$ cat src/hw/ulft_pkg.sv
// package: register map, field layout and carriers for the usb line flag block
// What this block does
// - serial control bits 6,5,4 read differential, D- and D+ receivers
// - serial control bits 3 and 2 drive single-ended-zero request and tx level
// - serial control bit 1 is active-low transmit enable, resets to one
// - serial control bit 0 selects full/low speed serial mode, resets zero
// - non-sticky flags reload from their current sources when the next packet begins
// - flag 6 sets on token with good crc5, pid check and matching address
// - flags 5,4,3 set on line state SE0, K and J
// - flag 2 sets when a data packet fails crc16
// - flag 1 follows receive active, flag 0 follows receive error
// - hold bits 6:0; held flag keeps value until software writes one
// - non-held flags 5,4,3,1,0 update freely; non-held flags 6 and 2 stay set until the next packet begins
// - four 8-bit port masks; port high when any selected flag high
// - 11-bit frame count in bits 10:8 and 7:0, read/write, resets zero
// - last packet identifier in bits 3:0, read only, resets zero
// - last endpoint in bits 3:0, bit 4 set when endpoint valid
// - endpoint mark bits 15:0; marked endpoint presented ORed with 0x10
// - 7-bit device address compared to token address, resets zero
package ulft_pkg;
    // ==========================================================
    // register offsets
    localparam logic [7:0] ULFT_OFS_ADDR   = 8'h08;
    localparam logic [7:0] ULFT_OFS_SERIAL = 8'h18;
    localparam logic [7:0] ULFT_OFS_FLAGS  = 8'h1C;
    localparam logic [7:0] ULFT_OFS_HOLD   = 8'h20;
    localparam logic [7:0] ULFT_OFS_MASKS  = 8'h24;
    localparam logic [7:0] ULFT_OFS_FRAME  = 8'h28;
    localparam logic [7:0] ULFT_OFS_IDENT  = 8'h2C;
    localparam logic [7:0] ULFT_OFS_EP     = 8'h30;
    localparam logic [7:0] ULFT_OFS_MARK   = 8'h34;
    // ==========================================================
    // field positions
    localparam int ULFT_SER_DIFF   = 6;
    localparam int ULFT_SER_DM     = 5;
    localparam int ULFT_SER_DP     = 4;
    localparam int ULFT_SER_SE0    = 3;
    localparam int ULFT_SER_LEVEL  = 2;
    localparam int ULFT_SER_TXEN_N = 1;
    localparam int ULFT_SER_FSLS   = 0;
    localparam int ULFT_FLG_TOKEN  = 6;
    localparam int ULFT_FLG_SE0    = 5;
    localparam int ULFT_FLG_K      = 4;
    localparam int ULFT_FLG_J      = 3;
    localparam int ULFT_FLG_CRC16  = 2;
    localparam int ULFT_FLG_RXACT  = 1;
    localparam int ULFT_FLG_RXERR  = 0;
    localparam int ULFT_EP_VALID   = 4;
    localparam int ULFT_NPORTS     = 4;
    localparam int ULFT_MASK_W     = 8;
    // ==========================================================
    // reset values and constants
    localparam logic [3:0] ULFT_SER_RESET = 4'h2;
    localparam logic [7:0] ULFT_EP_MARK_OR = 8'h10;
    localparam logic [1:0] ULFT_LS_SE0 = 2'h0;
    localparam logic [1:0] ULFT_LS_J   = 2'h1;
    localparam logic [1:0] ULFT_LS_K   = 2'h2;
    // ==========================================================
    // carriers
    typedef struct packed {
        logic        sel;
        logic        wr;
        logic [7:0]  addr;
        logic [31:0] wdata;
    } ulft_bus_req_t;
    typedef struct packed {
        logic        token_ok;
        logic [3:0]  ident;
        logic [6:0]  addr;
        logic [3:0]  endp;
        logic        crc16_bad;
        logic        pkt_start;
    } ulft_pkt_t;
    typedef struct packed {
        logic [1:0] linestate;
        logic       rx_active;
        logic       rx_error;
        logic       rx_diff;
        logic       rx_dm;
        logic       rx_dp;
    } ulft_line_t;
    typedef struct packed {
        logic [2:0] s1;
        logic [2:0] s2;
        logic [2:0] s3;
    } ulft_sync_t;
endpackage : ulft_pkg

$ cat src/hw/ulft_sync3.sv
// module: three-stage synchroniser for the receiver pins
`timescale 1ns/1ps
`default_nettype none
module ulft_sync3 #(
    parameter logic [2:0] RST_VAL = 3'h0   // chain level while in reset
) (
    input  wire logic       clk_sys,   // system clock
    input  wire logic       sys_rst,   // async reset, high
    input  wire logic [2:0] pin_in,    // raw pins
    output logic      [2:0] pin_out    // agreed level
);
    import ulft_pkg::*;
    ulft_sync_t st_reg;
    ulft_sync_t st_next;
    logic [2:0] out_reg;
    logic [2:0] out_next;
    // ==========================================================
    // shift chain; change taken once stages two and three agree
    always_comb begin
        st_next.s1 = pin_in;
        st_next.s2 = st_reg.s1;
        st_next.s3 = st_reg.s2;
        out_next   = out_reg;
        for (int i = 0; i < 3; i++) begin
            if (st_reg.s2[i] == st_reg.s3[i]) begin
                out_next[i] = st_reg.s3[i];
            end
        end
    end
    always_ff @(posedge clk_sys or posedge sys_rst) begin
        if (sys_rst) begin
            st_reg  <= '{s1: RST_VAL, s2: RST_VAL, s3: RST_VAL};
            out_reg <= RST_VAL;
        end else begin
            st_reg  <= st_next;
            out_reg <= out_next;
        end
    end
    assign pin_out = out_reg;
endmodule : ulft_sync3
`default_nettype wire

$ cat src/hw/ulft_top.sv
// module: usb line control, event flags, frame count and packet capture registers
`timescale 1ns/1ps
`default_nettype none
module ulft_top (
    input  wire logic                    clk_sys,      // system clock, 50 MHz
    input  wire logic                    sys_rst,      // async reset, high
    input  wire logic                    soft_rst,     // module soft reset pulse
    input  wire ulft_pkg::ulft_bus_req_t bus_req,      // peripheral access
    output logic [31:0]                  bus_rdata,    // read data
    input  wire ulft_pkg::ulft_line_t    line_in,      // transceiver status pins
    input  wire ulft_pkg::ulft_pkt_t     pkt_in,       // token engine results
    output logic                         tx_se0,       // single-ended-zero request
    output logic                         tx_level,     // serial tx data level
    output logic                         tx_enable_n,  // tx enable, low active
    output logic                         fsls_serial,  // serial mode select
    output logic [3:0]                   event_port,   // flag event ports
    output logic [7:0]                   rx_ep_port,   // endpoint on receive port
    output logic                         pkt_accept    // token for this device
);
    import ulft_pkg::*;

    typedef struct packed {
        logic [6:0]  dev_addr;
        logic [3:0]  serial;
        logic [6:0]  flags;
        logic [6:0]  hold;
        logic [31:0] masks;
        logic [10:0] frame;
        logic [3:0]  ident;
        logic [4:0]  endp;
        logic [15:0] mark;
        logic [31:0] rdata;
        logic [7:0]  rx_ep;
        logic        accept;
        logic [1:0]  ls_q;
        logic        act_q;
        logic        err_q;
    } ulft_state_t;

    ulft_state_t s_reg;
    ulft_state_t s_next;
    logic [2:0]  rcv_sync;
    logic [1:0]  ls_sync;
    logic        act_sync;
    logic        err_sync;
    logic [6:0]  flag_set;
    logic [6:0]  flag_clr;
    logic        addr_hit;
    logic [1:0]  rcv_unused;   // spare outputs of the error chain

    // ==========================================================
    // pin synchronisers: receivers and line status come from the phy
    ulft_sync3 u_rcv (
        .clk_sys (clk_sys),
        .sys_rst (sys_rst),
        .pin_in  ({line_in.rx_diff, line_in.rx_dm, line_in.rx_dp}),
        .pin_out (rcv_sync)
    );
    // line state leaves reset at J so no false SE0 flag follows reset
    ulft_sync3 #(.RST_VAL({ULFT_LS_J, 1'b0})) u_line (
        .clk_sys (clk_sys),
        .sys_rst (sys_rst),
        .pin_in  ({line_in.linestate, line_in.rx_active}),
        .pin_out ({ls_sync, act_sync})
    );
    // rx error shares no chain slot, so a third instance carries it
    ulft_sync3 u_err (
        .clk_sys (clk_sys),
        .sys_rst (sys_rst),
        .pin_in  ({2'h0, line_in.rx_error}),
        .pin_out ({rcv_unused, err_sync})
    );

    // read value of a register; reserved bits are zero
    function automatic logic [31:0] rd_mux(input ulft_state_t s, input logic [7:0] a,
                                           input logic [2:0] rcv);
        logic [31:0] v;
        v = 32'h0;
        case (a)
            ULFT_OFS_ADDR:   v[6:0]  = s.dev_addr;
            ULFT_OFS_SERIAL: v[6:0]  = {rcv, s.serial};
            ULFT_OFS_FLAGS:  v[6:0]  = s.flags;
            ULFT_OFS_HOLD:   v[6:0]  = s.hold;
            ULFT_OFS_MASKS:  v       = s.masks;
            ULFT_OFS_FRAME:  v[10:0] = s.frame;
            ULFT_OFS_IDENT:  v[3:0]  = s.ident;
            ULFT_OFS_EP:     v[4:0]  = s.endp;
            ULFT_OFS_MARK:   v[15:0] = s.mark;
            default:         v       = 32'h0;
        endcase
        return v;
    endfunction

    // ==========================================================
    // flag sources and clears
    always_comb begin
        addr_hit = (pkt_in.addr == s_reg.dev_addr);
        flag_set = 7'h0;
        flag_set[ULFT_FLG_TOKEN] = pkt_in.token_ok & addr_hit;
        flag_set[ULFT_FLG_SE0]   = (ls_sync == ULFT_LS_SE0);
        flag_set[ULFT_FLG_K]     = (ls_sync == ULFT_LS_K);
        flag_set[ULFT_FLG_J]     = (ls_sync == ULFT_LS_J);
        flag_set[ULFT_FLG_CRC16] = pkt_in.crc16_bad;
        flag_set[ULFT_FLG_RXACT] = act_sync;
        flag_set[ULFT_FLG_RXERR] = err_sync;
        flag_clr = 7'h0;
        if (bus_req.sel && bus_req.wr && bus_req.addr == ULFT_OFS_FLAGS) begin
            flag_clr = bus_req.wdata[6:0] & s_reg.hold;
        end
    end

    // ==========================================================
    // next state
    always_comb begin
        s_next        = s_reg;
        s_next.ls_q   = ls_sync;
        s_next.act_q  = act_sync;
        s_next.err_q  = err_sync;
        s_next.accept = pkt_in.token_ok & addr_hit;
        // register writes; upper bits dropped
        if (bus_req.sel && bus_req.wr) begin
            case (bus_req.addr)
                ULFT_OFS_ADDR:   s_next.dev_addr = bus_req.wdata[6:0];
                ULFT_OFS_SERIAL: s_next.serial   = bus_req.wdata[3:0];
                ULFT_OFS_HOLD:   s_next.hold     = bus_req.wdata[6:0];
                ULFT_OFS_MASKS:  s_next.masks    = bus_req.wdata;
                ULFT_OFS_MARK:   s_next.mark     = bus_req.wdata[15:0];
                default:         s_next.dev_addr = s_next.dev_addr;
            endcase
        end
        // frame count: software write
        if (bus_req.sel && bus_req.wr && bus_req.addr == ULFT_OFS_FRAME) begin
            s_next.frame = bus_req.wdata[10:0];
        end
        // flags: held bits latch ones, free bits 5,4,3,1,0 track, free bits 6,2 hold until packet start
        for (int i = 0; i < 7; i++) begin
            if (s_reg.hold[i]) begin
                if (flag_set[i]) begin
                    s_next.flags[i] = 1'b1;
                end else if (flag_clr[i]) begin
                    s_next.flags[i] = 1'b0;
                end
            end else if (pkt_in.pkt_start) begin
                s_next.flags[i] = flag_set[i];
            end else if (flag_set[i]) begin
                s_next.flags[i] = 1'b1;
            end else if (i == ULFT_FLG_RXACT || i == ULFT_FLG_RXERR ||
                         i == ULFT_FLG_SE0 || i == ULFT_FLG_K || i == ULFT_FLG_J) begin
                s_next.flags[i] = 1'b0;
            end
        end
        // packet capture
        if (pkt_in.token_ok && addr_hit) begin
            s_next.ident = pkt_in.ident;
            s_next.endp  = {1'b1, pkt_in.endp};
            s_next.rx_ep = {4'h0, pkt_in.endp};
            if (s_reg.mark[pkt_in.endp]) begin
                s_next.rx_ep = {4'h0, pkt_in.endp} | ULFT_EP_MARK_OR;
            end
        end
        s_next.rdata = bus_req.sel && !bus_req.wr ?
                       rd_mux(s_reg, bus_req.addr, rcv_sync) : s_reg.rdata;
        if (soft_rst) begin
            s_next        = '0;
            s_next.serial = ULFT_SER_RESET;
        end
    end

    // ==========================================================
    // state register; tx disabled out of reset
    always_ff @(posedge clk_sys or posedge sys_rst) begin
        if (sys_rst) begin
            s_reg        <= '0;
            s_reg.serial <= ULFT_SER_RESET;
        end else begin
            s_reg <= s_next;
        end
    end

    // ==========================================================
    // outputs
    assign tx_se0      = s_reg.serial[ULFT_SER_SE0];
    assign tx_level    = s_reg.serial[ULFT_SER_LEVEL];
    assign tx_enable_n = s_reg.serial[ULFT_SER_TXEN_N];
    assign fsls_serial = s_reg.serial[ULFT_SER_FSLS];
    assign bus_rdata   = s_reg.rdata;
    assign rx_ep_port  = s_reg.rx_ep;
    assign pkt_accept  = s_reg.accept;
    // event port: or of masked flags, combinational from flag flops
    always_comb begin
        for (int p = 0; p < ULFT_NPORTS; p++) begin
            event_port[p] = |(s_reg.flags & s_reg.masks[p*ULFT_MASK_W +: 7]);
        end
    end
endmodule : ulft_top
`default_nettype wire

$ cat config.mk
export PLATFORM = sky130hd
export DESIGN_NAME = ulft_top
export DESIGN_NICKNAME = d
export VERILOG_FILES = /design/src/hw/ulft_pkg.sv /design/src/hw/ulft_sync3.sv /design/src/hw/ulft_top.sv
export SDC_FILE = /design/constraint.sdc
export NUM_CORES = 1
export LEC_CHECK = 0
export ABC_AREA = 1
export BUFFER_PORTS_ARGS = -buffer_cell sky130_fd_sc_hd__buf_2
export CORE_MARGIN = 4
export CORE_UTILIZATION = 46
export DETAILED_ROUTE_END_ITERATION = 8
export MAX_ROUTING_LAYER = met4
export PLACE_DENSITY = 0.71
export SYNTH_ARGS = -nofsm -noshare
export SYNTH_HDL_FRONTEND = slang
export SYNTH_SLANG_ARGS = --single-unit
$ cat constraint.sdc
create_clock -name clk_sys -period 4.6 [get_ports clk_sys]
set_clock_uncertainty 0.2 [all_clocks]
set_input_delay 0 -clock clk_sys [delete_from_list [all_inputs] [get_ports clk_sys]]
set_output_delay 0 -clock clk_sys [all_outputs]
set_load 0.005 [all_outputs]
---- Yosys cells after proc, flatten, opt, wreduce, memory -nomap -nowiden ----
Index checks and enable logic that the tools add are counted.
storage, ports and cells
  flip-flop bits (word level) ............. 162
  bits of input ports ..................... 70
  output and inout bits ................... 49
  word-level logic and storage cells ...... 154
cells by class
  order comparisons ....................... 1
  equal/unequal tests ..................... 26
  muxes and demuxes ....................... 58
  bitwise gates (word level) .............. 6
  reductions and logical operators ........ 29
operators by type and width
  operator            count
  $mux 138            1
  $mux 32             2
  $eq 8x6->1 const B  6
  $mux 16             3
  $mux 39             1
  $mux 1              36
  $pmux 4 s9          1
  $and 7x7->7         5
  $reduce_or 7->1     4
  $ne 4x2->1 const B  6
  $mux 11             2
  $mux 7              3
  $reduce_bool 2->1   9
  $eq 8x5->1 const B  2
  $pmux 2 s7          1
  $reduce_and 2->1    7
  $pmux 4 s3          1
  $pmux 5 s2          1
  $mux 9              1
  $eq 8x4->1 const B  1
  $mux 8              1
  $pmux 1 s8          1
  $reduce_bool 4->1   2
  $eq 1x1->1          7
  other kinds (12)    16

---- Logic depth before layout (Yosys ltp) ----
  depth after elaboration ................. 7
  gate-level depth with buffers ........... 12
  mapped depth without buffers ............ 12

---- Hierarchy ----
From an unflattened synthesis, not the netlist that was laid out.
second synthesis, totals
  cell total of the unflattened synthesis .. 905
  area, all modules ....................... 7,594.8 µm²
modules (own cells, without submodules)
  module                  times used  cells each  area each (µm²)  sequential area each (µm²)
  ulft_top                1           830         6,531.3          3,179.3
  ulft_sync3 (u_err ...)  2           25          352.8            300.3
  ulft_sync3 (u_line)     1           25          357.8            305.3

---- Worst setup path after synthesis ----
No wires, ideal clock.
  path type ............................... register -> register
  from .................................... reg s_reg[133] in the netlist's numbering
  to ...................................... reg s_reg[126] in the netlist's numbering
  library setup time ...................... 120 ps
  data arrival time ....................... 1,137 ps
  slack ................................... 3,142 ps
  stages on the path, launching flop included .. 10
  buffers on the path ..................... 1
  clock period less this slack ............ 1,458 ps
  cells stage by stage .................... dfrtp_1 xnor2_1 nand2_1 nor2_1 nand2_1 clkbuf_1 nand2_1 nand2_1 nand2_1 nand2_1
between the ends
  word-level cells in the longest chain between the ends .. 5
  elaborated cells between the ends (all ways) .. 9
  classes of those cells .................. 2 x eq/ne; 4 x mux; 1 x bitwise; 2 x reduce/logical
ends and longest elaborated chain
  item                              line                              source
  start, declared                   ulft_top.sv:40                    ulft_state_t s_reg;
  start signal, assigned            ulft_top.sv:176                   s_reg <= s_next;
  $eq 7x7->1 *                      ulft_top.sv:97                    addr_hit = (pkt_in.addr == s_reg.dev_addr);
  $and 1x1->1 *                     ulft_top.sv:99                    flag_set[ULFT_FLG_TOKEN] = pkt_in.token_ok & addr_hit;
  $mux 1, on equally long branches  ulft_top.sv:143, ulft_top.sv:138
  $mux 1                            ulft_top.sv:137                   if (s_reg.hold[i]) begin
  $mux 138                          ulft_top.sv:163                   if (soft_rst) begin
Every way passes the cells marked *; elsewhere a longest branch is shown, timed or not.
A chain may end at the register's enable or synchronous reset.

---- Final worst setup path ----
  from .................................... in soft_rst
  to ...................................... reg s_reg (netlist bit tx_enable_n)
between the ends
  word-level cells in the longest chain between the ends .. 2
  elaborated cells between the ends (all ways) .. 4
  classes of those cells .................. 1 x mux; 3 x reduce/logical
ends and longest elaborated chain
  item                         line           source
  start, declared              ulft_top.sv:7  input wire logic soft_rst,
  $reduce_bool 2->1 (no line)  n/a
  $reduce_and 2->1 (no line)   n/a
Parallel ways exist; a longest one is shown, timed or not.

==> results by group <==
Logic synthesis
  – Top FF cell, synth: dfrtp_1
  – Seq/Total Area, Yosys: 53.10%
  – Asr flop ratio synth: 100.0%
  – Synth Cell Area: roughly 7300 µm²
  – #FFs+latches synth: about 160
  – Post-synth EDFFs: 0
  – Syn avg cell area: 8.351 µm²
  – Number of synthesis warnings: 0
  – Post-synthesis cell type count: 34
  – Synth Instances: approximately 880

Setup path
  – CP arrival: ~3300 ps
  – CP max stage cell: inv_1
  – Worst-path cell chain: dlygate4sd3_1, buf_2, inv_1, buf_4, o21ai_2, o21ai_0, dlygate4sd3_1, o21ai_0, dlygate4sd3_1
  – Internal reg-to-reg setup slack: around 2300 ps
  – Largest fanout on the critical path: 30
  – Crit end category: flop
  – Reg2reg start: s_reg[131]$_DFFE_PP0P_
  – Crit start category: input port
  – Worst Reg-to-Reg Cells: 9
  – WS Path Type: input port to flop
  – CP max stage delay: roughly 700 ps
  – CP Data Required Time: ~4800 ps
  – Setup crit end: tx_enable_n$_DFFE_PP1P_
  – Worst path most repeated cell: dlygate4sd3_1
  – CP startpoint: soft_rst
  – Worst reg2reg path endpoint: s_reg[126]$_DFFE_PP0P_

Timing
  – Final period util: between 60% and 70%
  – Final setup vio count: 0
  – Sum of negative setup slack: 0 ps
  – Worst slew margin: approximately a third
  – Tightest Pin Transition: ~1000 ps
  – Crit path time final: approximately 3200 ps
  – RSZ-0062 raised after global routing: no
  – FMAX: about 320 MHz
  – Max-slew violations: 0
  – Hold violation count in the final report: 0

Cells and area
  – Layout cells sized above 1: a little under a fifth
  – Diode count: 0
  – Final std cells w/o fill: around 1200
  – Nets@finish: about 1100
  – Design Area, Final: 8974 µm²
  – Synth-to-Final Area Change: 22.66%
  – Max reg flops: 89

GRT
  – Largest net degree at the start of global routing: 120
  – GRT overflow: 0
  – Initial antenna violation count: 0
  – Vias in the first global route: slightly above 6000
  – First-pass GRT wire length: between 30 and 40 mm
  – GRT Total Usage: 23.53%

Drt
  – 1st-iter DRT viols: just over 600
  – WL final: 19.87 mm
  – Routed Antenna Nets: 0
  – Remaining DRCs: 0
  – Drt wl/cell: 16.09 µm
  – DR vias: roughly 6300
  – Vias per cell: roughly 5
  – Router iterations before antenna repair: 5

Floorplanning
  – Die Y: ~130 µm
  – Initial core utilization: between 40% and 50%
  – Die area: between 15000 and 20000 µm²
  – I/O pin count: about 120
  – Die W: between 100 and 150 µm
  – Core Region: around 15000 µm²
  – Row count: 45

Clock network
  – Depth of the CTS H-tree: 4
  – CTS resizes: 0
  – Clock Sinks: about 160
  – Total CTS buffers: 17
  – Clock insertion delay at the later pin of the skew report: roughly 430 ps
  – # hold bufs at CTS: 62
  – Clk root buf: clkbuf_16
  – Clk buf depth: 2
  – Clock Pin Slew Worst Setup and Hold Paths: roughly 60 ps
  – Setup fix buffers added after clock tree synthesis: 0
  – TritonCTS clock tree: done

Placement
  – Final GP Congestion: 0.9373
  – DP Area: 7752 µm²
  – IO buf count: between 100 and 150
  – Dpl hpwl: ~14 mm
  – Placed cell count: around 1100

Outcome
  – Status: complete, no violations

Worst hold path
  – Worst hold path class: input port to flop
  – Worst Hold Path Cells: 2

Pwr
  – P_leak: 0.004504 µW
  – Power per Cell Area: 354.0 nW/µm²
  – Worst IR drop on VDD: ~0.32 mV

Job
  – MaxCap Viol Count: 0
critical path, delay by kind of cell:
family	cells	cell delay [ps]
AOI/OAI and AO/OA	3	260
buffers and inverters	6	3030
where the power goes:
part	total [µW]	switching (µW)	leakage, µW	internal (µW)
Sequential	1480	51.8	0.00203	1430
Combinational	274	164	0.00220	110
Clock	1420	568	0.000277	857
per-stage QoR:
stage | hold WS [ps] | power, µW | utilization [%] | worst slack, ps
final | 14.79 | 3176 | 58.38 | 1444
after detailed placement | -93.58 | 1728 | 50.44 | 1882
after floorplan | -195.5 | 1631 | - | 230.1
after global routing | 14.90 | 3303 | 58.38 | 1333
after CTS | 0.4721 | 3192 | 58.38 | 1493
after global placement | -93.88 | 1724 | 50.44 | 2027
kinds of logic (layout without fill, tap and decap cells):
kind of cell             count (synthesis)  in the layout  synth area share [%]
AO/OA/AOI/OAI                          150            150                 11.53
adder cells (fa/ha/maj)                  7              7                0.9578
other                                    1              3               0.05126
AND/OR/NAND/NOR                        396            396                 22.95
buffers and inverters                  164            310                 11.05
flip-flops                             155            155                 53.10
XOR/XNOR                                 3              3                0.3592
cells in the final DEF, fill, tap and decap left out, types with 7 or more instances in the layout:
cell type      count
nor2_1            48
nand2_1          244
o21ai_2           10
buf_2            115
a21oi_1           20
clkbuf_16         17
dlygate4sd3_1     62
maj3_1             7
nand2_2            8
dfrtp_1          150
o21ai_1           16
nand3_1           81
o21ai_0           88
inv_1             92
worst min path at each step:
stage	start	endpoint	slack, ps
after global placement	line_in[5]	u_line.st_next[4]$_DFF_PP1_	-90
final	line_in[2]	u_rcv.st_next[5]$_DFF_PP0_	10
after global routing	line_in[6]	u_line.st_next[5]$_DFF_PP0_	10
after floorplan	line_in[5]	u_line.st_next[4]$_DFF_PP1_	-200
after detailed placement	line_in[5]	u_line.st_next[4]$_DFF_PP1_	-90
after CTS	line_in[4]	u_line.st_next[3]$_DFF_PP0_	0.5
metal layers:
layer	up-vias	track usage, %	share of wire [%]
met4	0	5.939	1.3
met1	2944	32.42	43
met2	264	36.36	47
met3	21	4.501	8.1
li1	3037	-	-
met5	-	-	0
synthesized netlist by cell type, types with 7 or more instances:
| library cell | number | area share (%) |
|---|---|---|
| a21oi_1 | 20 | 1.4 |
| buf_2 | 11 | 0.75 |
| buf_4 | 45 | 4.6 |
| clkbuf_1 | 7 | 0.36 |
| dfrtp_1 | 150 | 51 |
| inv_1 | 93 | 4.8 |
| maj3_1 | 7 | 0.96 |
| nand2_1 | 244 | 13 |
| nand2_2 | 8 | 0.68 |
| nand3_1 | 81 | 5.5 |
| nor2_1 | 48 | 2.5 |
| o21ai_0 | 88 | 6.0 |
| o21ai_1 | 16 | 1.1 |
| o21ai_2 | 10 | 1.2 |
cell type report:
class	instances	area (µm²)
Timing Repair Buffer	180	1219
Tap cell	211	264.0
Fill cell	1390	6397
Sequential cell	155	3885
Inverter	98	375.4
Multi-Input combinational cell	559	2630
Clock inverter	13	167.7
Clock buffer	19	432.9
Power figures use the tool's default switching activity.
